`src/verilog/status_params.svh`:
```
// Offsets, bit positions and timing constants of the raw status block
`ifndef STATUS_PARAMS_SVH
`define STATUS_PARAMS_SVH

`define ADDR_W 16
`define DATA_W 16
`define WORD_ZERO 16'h0000

`define ADDR_RAW_TWO 16'h0D21
`define ADDR_RAW_THREE 16'h0D22
`define ADDR_RAW_FOUR 16'h0D23
`define ADDR_RAW_FIVE 16'h0D24
`define ADDR_CLK_CTRL 16'h0100
`define ADDR_PHONE_CTRL 16'h0101

`define B2_SYS_UNDER 1
`define B2_ASYNC_UNDER 0
`define B3_CTRL_ERR 12
`define B3_MIX_DROP 11
`define B3_ASYNC_OFF 10
`define B3_SYS_OFF 9
`define B3_ISO1 8
`define B3_ISO2 7
`define B3_ISO3 6
`define B3_RIGHT_DONE 1
`define B3_LEFT_DONE 0
`define B4_BOOT 8
`define B4_ASRC_ERR 3
`define B4_LOOP2_OK 1
`define B4_LOOP1_OK 0
`define B5_PWM_OVER 13

`define CC_SYS_ENA 0
`define CC_ASYNC_ENA 1
`define PC_LEFT_ENA 0
`define PC_RIGHT_ENA 1

`define SRC_W 19
`define SRC_SYS_UNDER 0
`define SRC_ASYNC_UNDER 1
`define SRC_CTRL_FAULT 2
`define SRC_MIX_DROP 3
`define SRC_ISO_LO 4
`define SRC_ISO_HI 6
`define SRC_ASRC_ERR 7
`define SRC_LOOP_LO 8
`define SRC_LOOP_HI 9
`define SRC_PWM_OVER 10
`define SRC_OTHER_LO 11
`define SRC_OTHER_HI 18
`define OTHER_OVER_W 8

`define CLK_PERIOD_NS 20
`define BOOT_TIME_NS 2000
`define PHONE_SEQ_TIME_NS 1000
`define CLK_OFF_TIME_NS 200
`define BOOT_CYCLES ((`BOOT_TIME_NS + `CLK_PERIOD_NS - 1) / `CLK_PERIOD_NS)
`define PHONE_SEQ_CYCLES \
  ((`PHONE_SEQ_TIME_NS + `CLK_PERIOD_NS - 1) / `CLK_PERIOD_NS)
`define CLK_OFF_CYCLES \
  ((`CLK_OFF_TIME_NS + `CLK_PERIOD_NS - 1) / `CLK_PERIOD_NS)
`define SEQ_CNT_W 8
// Age after reset at which boot reads complete: start, timer, done register
`define BOOT_DONE_AGE (`BOOT_CYCLES + 2)

`endif

```
`src/verilog/status_pkg.sv`:
```
// Types shared by the raw status block
package status_pkg;
  typedef enum logic [0:0] {
    BOOT_RUN = 1'b0,
    BOOT_IDLE = 1'b1
  } boot_state_t;
  typedef logic [15:0] word_t;
endpackage : status_pkg

```
`src/verilog/seq_if.sv`:
```
// Start and completion pair between the block and one sequence timer
interface seq_if;
  logic start;
  logic done;
  modport owner (output start, input done);
  modport timer (input start, output done);
endinterface : seq_if

```
`src/verilog/flag_sync.sv`:
```
// Two-stage synchroniser for a vector of independent level flags
module flag_sync #(
  parameter int unsigned WIDTH = 1
) (
  input wire logic mclk,
  input wire logic rst_n,
  input wire logic [WIDTH-1:0] din,
  output logic [WIDTH-1:0] dout
);
  logic [WIDTH-1:0] stage1;
  logic [WIDTH-1:0] stage2;

  always_ff @(posedge mclk or negedge rst_n) begin
    if (!rst_n) begin
      stage1 <= '0;
      stage2 <= '0;
    end else begin
      stage1 <= din;
      stage2 <= stage1;
    end
  end

  assign dout = stage2;
endmodule : flag_sync

```
`src/verilog/seq_timer.sv`:
```
// Countdown timer: a start pulse loads it, done pulses when it runs out
`include "status_params.svh"
module seq_timer #(
  parameter int unsigned CYCLES = 1
) (
  input wire logic mclk,
  input wire logic rst_n,
  seq_if.timer link
);
  localparam logic [`SEQ_CNT_W-1:0] LOAD = `SEQ_CNT_W'(CYCLES);
  localparam logic [`SEQ_CNT_W-1:0] LAST = `SEQ_CNT_W'(1);
  logic [`SEQ_CNT_W-1:0] count;
  logic [`SEQ_CNT_W-1:0] next_count;
  logic doneReg;
  logic next_doneReg;

  // A restart while running reloads, so only the latest start completes
  always_comb begin
    next_count = count;
    next_doneReg = 1'b0;
    if (link.start) begin
      next_count = LOAD;
    end else if (count != '0) begin
      next_count = count - LAST;
      next_doneReg = (count == LAST);
    end
  end

  always_ff @(posedge mclk or negedge rst_n) begin
    if (!rst_n) begin
      count <= '0;
      doneReg <= 1'b0;
    end else begin
      count <= next_count;
      doneReg <= next_doneReg;
    end
  end

  assign link.done = doneReg;
endmodule : seq_timer

```
`src/verilog/raw_status_flags.sv`:
```
// Raw status words of the audio hub with their control and sequencing
//
// Local design decision: the strobed register port.
`include "status_params.svh"
module raw_status_flags (
  input wire logic mclk,
  input wire logic rst_n,
  input wire logic [`ADDR_W-1:0] addr,
  input wire logic [`DATA_W-1:0] wdata,
  input wire logic wr,
  input wire logic rd,
  output logic [`DATA_W-1:0] rdata,
  input wire logic sysUnderclock,
  input wire logic asyncUnderclock,
  input wire logic controlFault,
  input wire logic mixerSampleDrop,
  input wire logic [2:0] isoConfigError,
  input wire logic asyncConverterConfigError,
  input wire logic [1:0] loopClockGood,
  input wire logic pulseWidthOverclock,
  input wire logic [`OTHER_OVER_W-1:0] otherOverclock,
  output logic systemClockEnable,
  output logic asyncClockEnable,
  output logic leftPhoneEnable,
  output logic rightPhoneEnable,
  output logic bootComplete,
  output logic summaryOverclock
);
  localparam int PHONE_WAIT_MAX = 60;
  logic [`SRC_W-1:0] rawSrc, src;
  status_pkg::word_t wordTwo, wordThree, wordFour, wordFive, readMux;
  status_pkg::boot_state_t bootState, next_bootState;
  logic bootStarted, sysOff, asyncOff, leftDone, rightDone, ctrlErr;
  logic next_bootStarted, next_systemClockEnable, next_asyncClockEnable;
  logic next_leftPhoneEnable, next_rightPhoneEnable, next_sysOff;
  logic next_asyncOff, next_leftDone, next_rightDone, next_ctrlErr;
  logic next_summaryOverclock;
  logic [`DATA_W-1:0] next_rdata;
  logic writeClk, writePhone, writeRaw, writeBad;
  logic [7:0] bootAge;
  seq_if bootSeq ();
  seq_if sysOffSeq ();
  seq_if asyncOffSeq ();
  seq_if leftSeq ();
  seq_if rightSeq ();

  assign rawSrc = {otherOverclock, pulseWidthOverclock, loopClockGood,
                   asyncConverterConfigError, isoConfigError,
                   mixerSampleDrop, controlFault, asyncUnderclock,
                   sysUnderclock};

  // Sources live in other clock domains of the hub
  flag_sync #(.WIDTH(`SRC_W)) srcSync (
    .mclk(mclk),
    .rst_n(rst_n),
    .din(rawSrc),
    .dout(src)
  );

  seq_timer #(.CYCLES(`BOOT_CYCLES)) bootTimer (
    .mclk(mclk), .rst_n(rst_n), .link(bootSeq.timer));
  seq_timer #(.CYCLES(`CLK_OFF_CYCLES)) sysOffTimer (
    .mclk(mclk), .rst_n(rst_n), .link(sysOffSeq.timer));
  seq_timer #(.CYCLES(`CLK_OFF_CYCLES)) asyncOffTimer (
    .mclk(mclk), .rst_n(rst_n), .link(asyncOffSeq.timer));
  seq_timer #(.CYCLES(`PHONE_SEQ_CYCLES)) leftTimer (
    .mclk(mclk), .rst_n(rst_n), .link(leftSeq.timer));
  seq_timer #(.CYCLES(`PHONE_SEQ_CYCLES)) rightTimer (
    .mclk(mclk), .rst_n(rst_n), .link(rightSeq.timer));

  // Control writes before boot completes are not honoured and count as errors
  assign writeClk = wr && addr == `ADDR_CLK_CTRL && bootComplete;
  assign writePhone = wr && addr == `ADDR_PHONE_CTRL && bootComplete;
  assign writeRaw = wr && (addr == `ADDR_RAW_TWO || addr == `ADDR_RAW_THREE
                    || addr == `ADDR_RAW_FOUR || addr == `ADDR_RAW_FIVE);
  assign writeBad = wr && !writeRaw && (!bootComplete
                    || (addr != `ADDR_CLK_CTRL && addr != `ADDR_PHONE_CTRL));

  assign bootSeq.start = !bootStarted;
  assign sysOffSeq.start = writeClk && systemClockEnable
                           && !wdata[`CC_SYS_ENA];
  assign asyncOffSeq.start = writeClk && asyncClockEnable
                             && !wdata[`CC_ASYNC_ENA];
  assign leftSeq.start = writePhone && !leftPhoneEnable
                         && wdata[`PC_LEFT_ENA];
  assign rightSeq.start = writePhone && !rightPhoneEnable
                          && wdata[`PC_RIGHT_ENA];

  always_comb begin
    wordTwo = `WORD_ZERO;
    wordTwo[`B2_SYS_UNDER] = src[`SRC_SYS_UNDER];
    wordTwo[`B2_ASYNC_UNDER] = src[`SRC_ASYNC_UNDER];
    wordThree = `WORD_ZERO;
    wordThree[`B3_CTRL_ERR] = ctrlErr;
    wordThree[`B3_MIX_DROP] = src[`SRC_MIX_DROP];
    wordThree[`B3_ASYNC_OFF] = asyncOff;
    wordThree[`B3_SYS_OFF] = sysOff;
    wordThree[`B3_ISO1] = src[`SRC_ISO_LO];
    wordThree[`B3_ISO2] = src[`SRC_ISO_LO+1];
    wordThree[`B3_ISO3] = src[`SRC_ISO_HI];
    wordThree[`B3_RIGHT_DONE] = rightDone;
    wordThree[`B3_LEFT_DONE] = leftDone;
    wordFour = `WORD_ZERO;
    wordFour[`B4_BOOT] = bootComplete;
    wordFour[`B4_ASRC_ERR] = src[`SRC_ASRC_ERR];
    wordFour[`B4_LOOP2_OK] = src[`SRC_LOOP_HI];
    wordFour[`B4_LOOP1_OK] = src[`SRC_LOOP_LO];
    wordFive = `WORD_ZERO;
    wordFive[`B5_PWM_OVER] = src[`SRC_PWM_OVER];
  end

  always_comb begin
    unique case (addr)
      `ADDR_RAW_TWO: readMux = wordTwo;
      `ADDR_RAW_THREE: readMux = wordThree;
      `ADDR_RAW_FOUR: readMux = wordFour;
      `ADDR_RAW_FIVE: readMux = wordFive;
      `ADDR_CLK_CTRL: begin
        readMux = `WORD_ZERO;
        readMux[`CC_SYS_ENA] = systemClockEnable;
        readMux[`CC_ASYNC_ENA] = asyncClockEnable;
      end
      `ADDR_PHONE_CTRL: begin
        readMux = `WORD_ZERO;
        readMux[`PC_LEFT_ENA] = leftPhoneEnable;
        readMux[`PC_RIGHT_ENA] = rightPhoneEnable;
      end
      default: readMux = `WORD_ZERO;
    endcase
  end

  always_comb begin
    next_bootStarted = 1'b1;
    next_bootState = bootState;
    if (bootState == status_pkg::BOOT_RUN && bootSeq.done) begin
      next_bootState = status_pkg::BOOT_IDLE;
    end
    next_systemClockEnable = systemClockEnable;
    next_asyncClockEnable = asyncClockEnable;
    next_leftPhoneEnable = leftPhoneEnable;
    next_rightPhoneEnable = rightPhoneEnable;
    // Status words ignore writes; only the control words take them
    if (writeClk) begin
      next_systemClockEnable = wdata[`CC_SYS_ENA];
      next_asyncClockEnable = wdata[`CC_ASYNC_ENA];
    end
    if (writePhone) begin
      next_leftPhoneEnable = wdata[`PC_LEFT_ENA];
      next_rightPhoneEnable = wdata[`PC_RIGHT_ENA];
    end
    // Off flag drops at once on re-enable; a stale timer is ignored
    next_sysOff = sysOff;
    if (next_systemClockEnable) begin
      next_sysOff = 1'b0;
    end else if (sysOffSeq.done) begin
      next_sysOff = 1'b1;
    end
    next_asyncOff = asyncOff;
    if (next_asyncClockEnable) begin
      next_asyncOff = 1'b0;
    end else if (asyncOffSeq.done) begin
      next_asyncOff = 1'b1;
    end
    next_leftDone = leftDone;
    if (!next_leftPhoneEnable || leftSeq.start) begin
      next_leftDone = 1'b0;
    end else if (leftSeq.done) begin
      next_leftDone = 1'b1;
    end
    next_rightDone = rightDone;
    if (!next_rightPhoneEnable || rightSeq.start) begin
      next_rightDone = 1'b0;
    end else if (rightSeq.done) begin
      next_rightDone = 1'b1;
    end
    // Sticky until word three is read; a new error in that cycle wins
    next_ctrlErr = ctrlErr;
    if (rd && addr == `ADDR_RAW_THREE) begin
      next_ctrlErr = 1'b0;
    end
    if (src[`SRC_CTRL_FAULT] || writeBad) begin
      next_ctrlErr = 1'b1;
    end
    next_summaryOverclock = src[`SRC_PWM_OVER]
                            || (|src[`SRC_OTHER_HI:`SRC_OTHER_LO]);
    next_rdata = rd ? readMux : `WORD_ZERO;
  end

  always_ff @(posedge mclk or negedge rst_n) begin
    if (!rst_n) begin
      bootStarted <= 1'b0;
      bootState <= status_pkg::BOOT_RUN;
      systemClockEnable <= 1'b0;
      asyncClockEnable <= 1'b0;
      leftPhoneEnable <= 1'b0;
      rightPhoneEnable <= 1'b0;
      sysOff <= 1'b0;
      asyncOff <= 1'b0;
      leftDone <= 1'b0;
      rightDone <= 1'b0;
      ctrlErr <= 1'b0;
      summaryOverclock <= 1'b0;
      rdata <= `WORD_ZERO;
    end else begin
      bootStarted <= next_bootStarted;
      bootState <= next_bootState;
      systemClockEnable <= next_systemClockEnable;
      asyncClockEnable <= next_asyncClockEnable;
      leftPhoneEnable <= next_leftPhoneEnable;
      rightPhoneEnable <= next_rightPhoneEnable;
      sysOff <= next_sysOff;
      asyncOff <= next_asyncOff;
      leftDone <= next_leftDone;
      rightDone <= next_rightDone;
      ctrlErr <= next_ctrlErr;
      summaryOverclock <= next_summaryOverclock;
      rdata <= next_rdata;
    end
  end

  assign bootComplete = (bootState == status_pkg::BOOT_IDLE);

  // Cycles since reset release, saturating, for the boot check only
  always_ff @(posedge mclk or negedge rst_n) begin
    if (!rst_n) begin
      bootAge <= 8'h00;
    end else if (bootAge != 8'hFF) begin
      bootAge <= bootAge + 8'h01;
    end
  end
endmodule : raw_status_flags

```
`config.mk`:
```
export PLATFORM = sky130hd
export DESIGN_NAME = raw_status_flags
export DESIGN_NICKNAME = d
export VERILOG_FILES = /design/src/verilog/status_pkg.sv /design/src/verilog/seq_if.sv /design/src/verilog/flag_sync.sv /design/src/verilog/seq_timer.sv /design/src/verilog/raw_status_flags.sv
export VERILOG_INCLUDE_DIRS = /design/src /design/src/verilog
export SDC_FILE = /design/constraint.sdc
export NUM_CORES = 1
export LEC_CHECK = 0
export BUFFER_PORTS_ARGS = -buffer_cell sky130_fd_sc_hd__buf_2
export CORE_MARGIN = 3
export CORE_UTILIZATION = 60
export DETAILED_ROUTE_END_ITERATION = 10
export PLACE_DENSITY = 0.84
export SLEW_MARGIN = 20
export SYNTH_ARGS = -nofsm -noshare
export SYNTH_HDL_FRONTEND = slang
export SYNTH_SLANG_ARGS = --single-unit
```
`constraint.sdc`:
```
create_clock -name mclk -period 4.51 [get_ports mclk]
set_input_delay 0.902 -clock mclk [delete_from_list [all_inputs] [get_ports mclk]]
set_output_delay 0.902 -clock mclk [all_outputs]
set_load 0.01 [all_outputs]
```
==> out/summary.txt <==
Status = complete, no violations
ANT nets after route = 0
Post-CTS Setup Inserts = 0
Largest net degree at the start of global routing = 83
H-tree levels = 3
FF+latch count, synth = 106
Power per cell area = 323 nW/um2
RSZ-0062 raised after global routing = no
I/O pins = 77
DP Worst Slack = 1.85 ns
WHS = 0.354 ns
Largest area contributor in the netlist = dfrtp_1
Clock transition at path regs = 0.09 ns
DP Wirelength = 6290 um
GR Overflow Total = 0
# rows = 31
Top cell type's share of synthesized area = 57.1%
Worst skew pair latency = 0.36 ns
Root Buffer = clkbuf_8
Vias in the first global route = 3165
Post-Route M1 WL = 3650 um
Slowest CP cell = nor4_4
CP cell instances = buf_2, nor4_4, nand4_4, nor4_4, or3_1
CTS Buffer Depth = 2
Ys flop type = dfrtp_1
Ys Warns = 0
Ratio of cells with drive above 1 in the final layout = 22.4%
DRT iter0 DRCs = 182
Critical Path Source Type = primary input
Detailed-route via count = 3143
Gp weighted congestion = 0.843
Buf/Inv on CP = 1
Synth cell types = 62
Top cells by area, synth = dfrtp_1 (57%), ha_1 (4.0%), nor2_1 (3.2%)
Crit end category = flip-flop
Cells after synthesis = 391
CP most frequent cell = nor4_4
Final setup margin = 2.28 ns
Fin Setup TNS = 0 ns
Fin crit share = 49.5%
Die W = 94.0 um
Antenna diode count = 0
Post-synth ARST share = 100%
Upper clock frequency limit = 448 MHz
Hold Path Depth = 0
TritonCTS clock tree = built
Hold Violations, Final = 0
Max-capacitance violation count = 0
Top post-synthesis cells by count = dfrtp_1 (106), nor2_1 (40), inv_1 (19)
Reg2Reg Depth = 6
PortBufs = 57
DRT Pass-1 Iters = 4
CTS buffer count = 9
Max incr delay on CP = 0.54 ns
Total wire length = 8630 um
Die height = 94.0 um
Via density = 5.63
Slew Limit Fails = 0
Crit path kind = primary input to flip-flop
Initial antenna violation count = 0
Max transition margin = 34.4%
Final setup viols = 0
Core ar. = 7370 um2
Arrival @ worst endpoint = 2.54 ns
Crit Path Max Fanout = 9
Met3 Wirelength = 340 um
Avg Synthesized Cell Area = 11.9 um2
CTS Hold Buffers Added = 0
Setup Skew = 0.00866 ns
Syn-to-layout area delta = 12.6%
Initial Utilization = 63.0%
Drt drc = 0
VDD IR-drop max = 0.236 mV
Final #Nets = 525
Seq/Total Area, Yosys = 57.1%
Largest delay share family, worst path = simple AND/OR/NAND/NOR gates
Post-route minimum period = 2.23 ns
Core Util, Final = 70.9%
CTS Sinks = 106
Top Layer Used = met4
Number of flops mapped to enable cells by yosys = 0
Hold Crit Class = flip-flop to flip-flop
Resized Gates After CTS = 0
Design Power = 1.69 mW
Leak pwr = 2.39 nW
Most frequent cell after synthesis = dfrtp_1
Die area = 8830 um2
Tot GR Track Use = 21.6%
First-pass GRT wire length = 14700 um
Critical Path Stages = 5
Slew @ Worst Pin = 0.983 ns
Req. time, crit path = 4.82 ns
Syn Std Cell Area = 4640 um2
Post-DR wirelength/cell = 15.5 um
Met2 wire length = 4450 um
-- flip-flops by register name, indices dropped and copies added (netlist names), 8 cells and up --
register             count
leftTimer.count          8
bootTimer.count          8
rdata                   11
srcSync.stage1          19
asyncOffTimer.count      8
sysOffTimer.count        8
rightTimer.count         8
srcSync.dout            19
-- layer usage --
metal  up-vias  track usage [%]
met5         -                0
met4         0             7.82
met2        75             36.6
met3        20             6.33
met1      1546             26.3
li1       1502                -
-- metrics by stage --
step | cells | instance area [um2]
6_report | 558 | 5230
5_1_grt | 558 | 5230
4_1_cts | 558 | 5230
3_5_place_dp | 543 | 5020
3_3_place_gp | 543 | 5020
2_1_floorplan | 395 | 4660
-- worst paths after layout --
| kind | from | endpoint | slack [ns] |
|---|---|---|---|
| worst max-delay path | addr[13] | sysOffTimer.count[3]$_DFFE_PN0P_ | 2.28 |
| worst min-delay path | srcSync.stage1[9]$_DFF_PN0_ | srcSync.dout[9]$_DFF_PN0_ | 0.35 |
| worst max register to register | rightTimer.count[1]$_DFFE_PN0P_ | rightTimer.count[4]$_DFFE_PN0P_ | 2.53 |
| worst min register to register | srcSync.stage1[9]$_DFF_PN0_ | srcSync.dout[9]$_DFF_PN0_ | 0.35 |
| max in group asynchronous | rst_n | bootTimer.count[4]$_DFFE_PN0P_ | 2.93 |
| min in group asynchronous | rst_n | srcSync.stage1[16]$_DFF_PN0_ | 0.70 |
-- layout make-up --
class	count	area, um2
fillers	513	2140
clock inverters	5	78.8
clock buffers	10	128
flip-flops and latches	106	2650
repair buffers	58	295
multi-input cells	261	1880
inverters	19	71.3
well taps	99	124
-- report_power, final --
part	leakage (nW)	internal [mW]	switching [mW]
clock	0.107	0.310	0.301
combinational	1.01	0.0327	0.0558
sequential	1.28	0.973	0.0141
total	2.39	1.32	0.371
-- cell usage in the layout, fill, tap and decap left out, drive strengths merged, types with 3 or more instances in the layout --
master and instances:
dfrtp 106, buf 58, nor2 40, inv 20, nand2 19, nor3 19, ha 15, nor4 13
nand3 12, or3 11, xnor2 10, clkbuf 10, a21oi 9, mux2i 8, mux2 8, and2 7
nand2b 7, xor2 7, nand4 7, conb 6, nor2b 5, or2 5, or3b 4, o2111ai 3
o31ai 3, a31oi 3, o21ai 3
-- worst reg2reg max path, stage by stage (launching register included) --
cell,delay (ns)
dfrtp_1,0.40
inv_1,0.12
ha_1,0.20
or3b_2,0.51
o311ai_0,0.38
xor2_1,0.19
nand2b_1,0.08
-- kinds of logic (layout without fill, tap and decap cells) --
group / Yosys count / after routing / synth area share (%)
and+or+nand+nor: 161 / 161 / 21.3
adders and majority gates: 15 / 15 / 4.04
buffers and inverters: 28 / 92 / 2.72
xor gates and xnor gates: 17 / 17 / 3.21
DFF: 106 / 106 / 57.1
muxes: 16 / 16 / 3.83
AOI/OAI and AO/OA: 46 / 46 / 7.60
other: 2 / 6 / 0.162
Note: power is estimated with default switching activity, not from simulation.
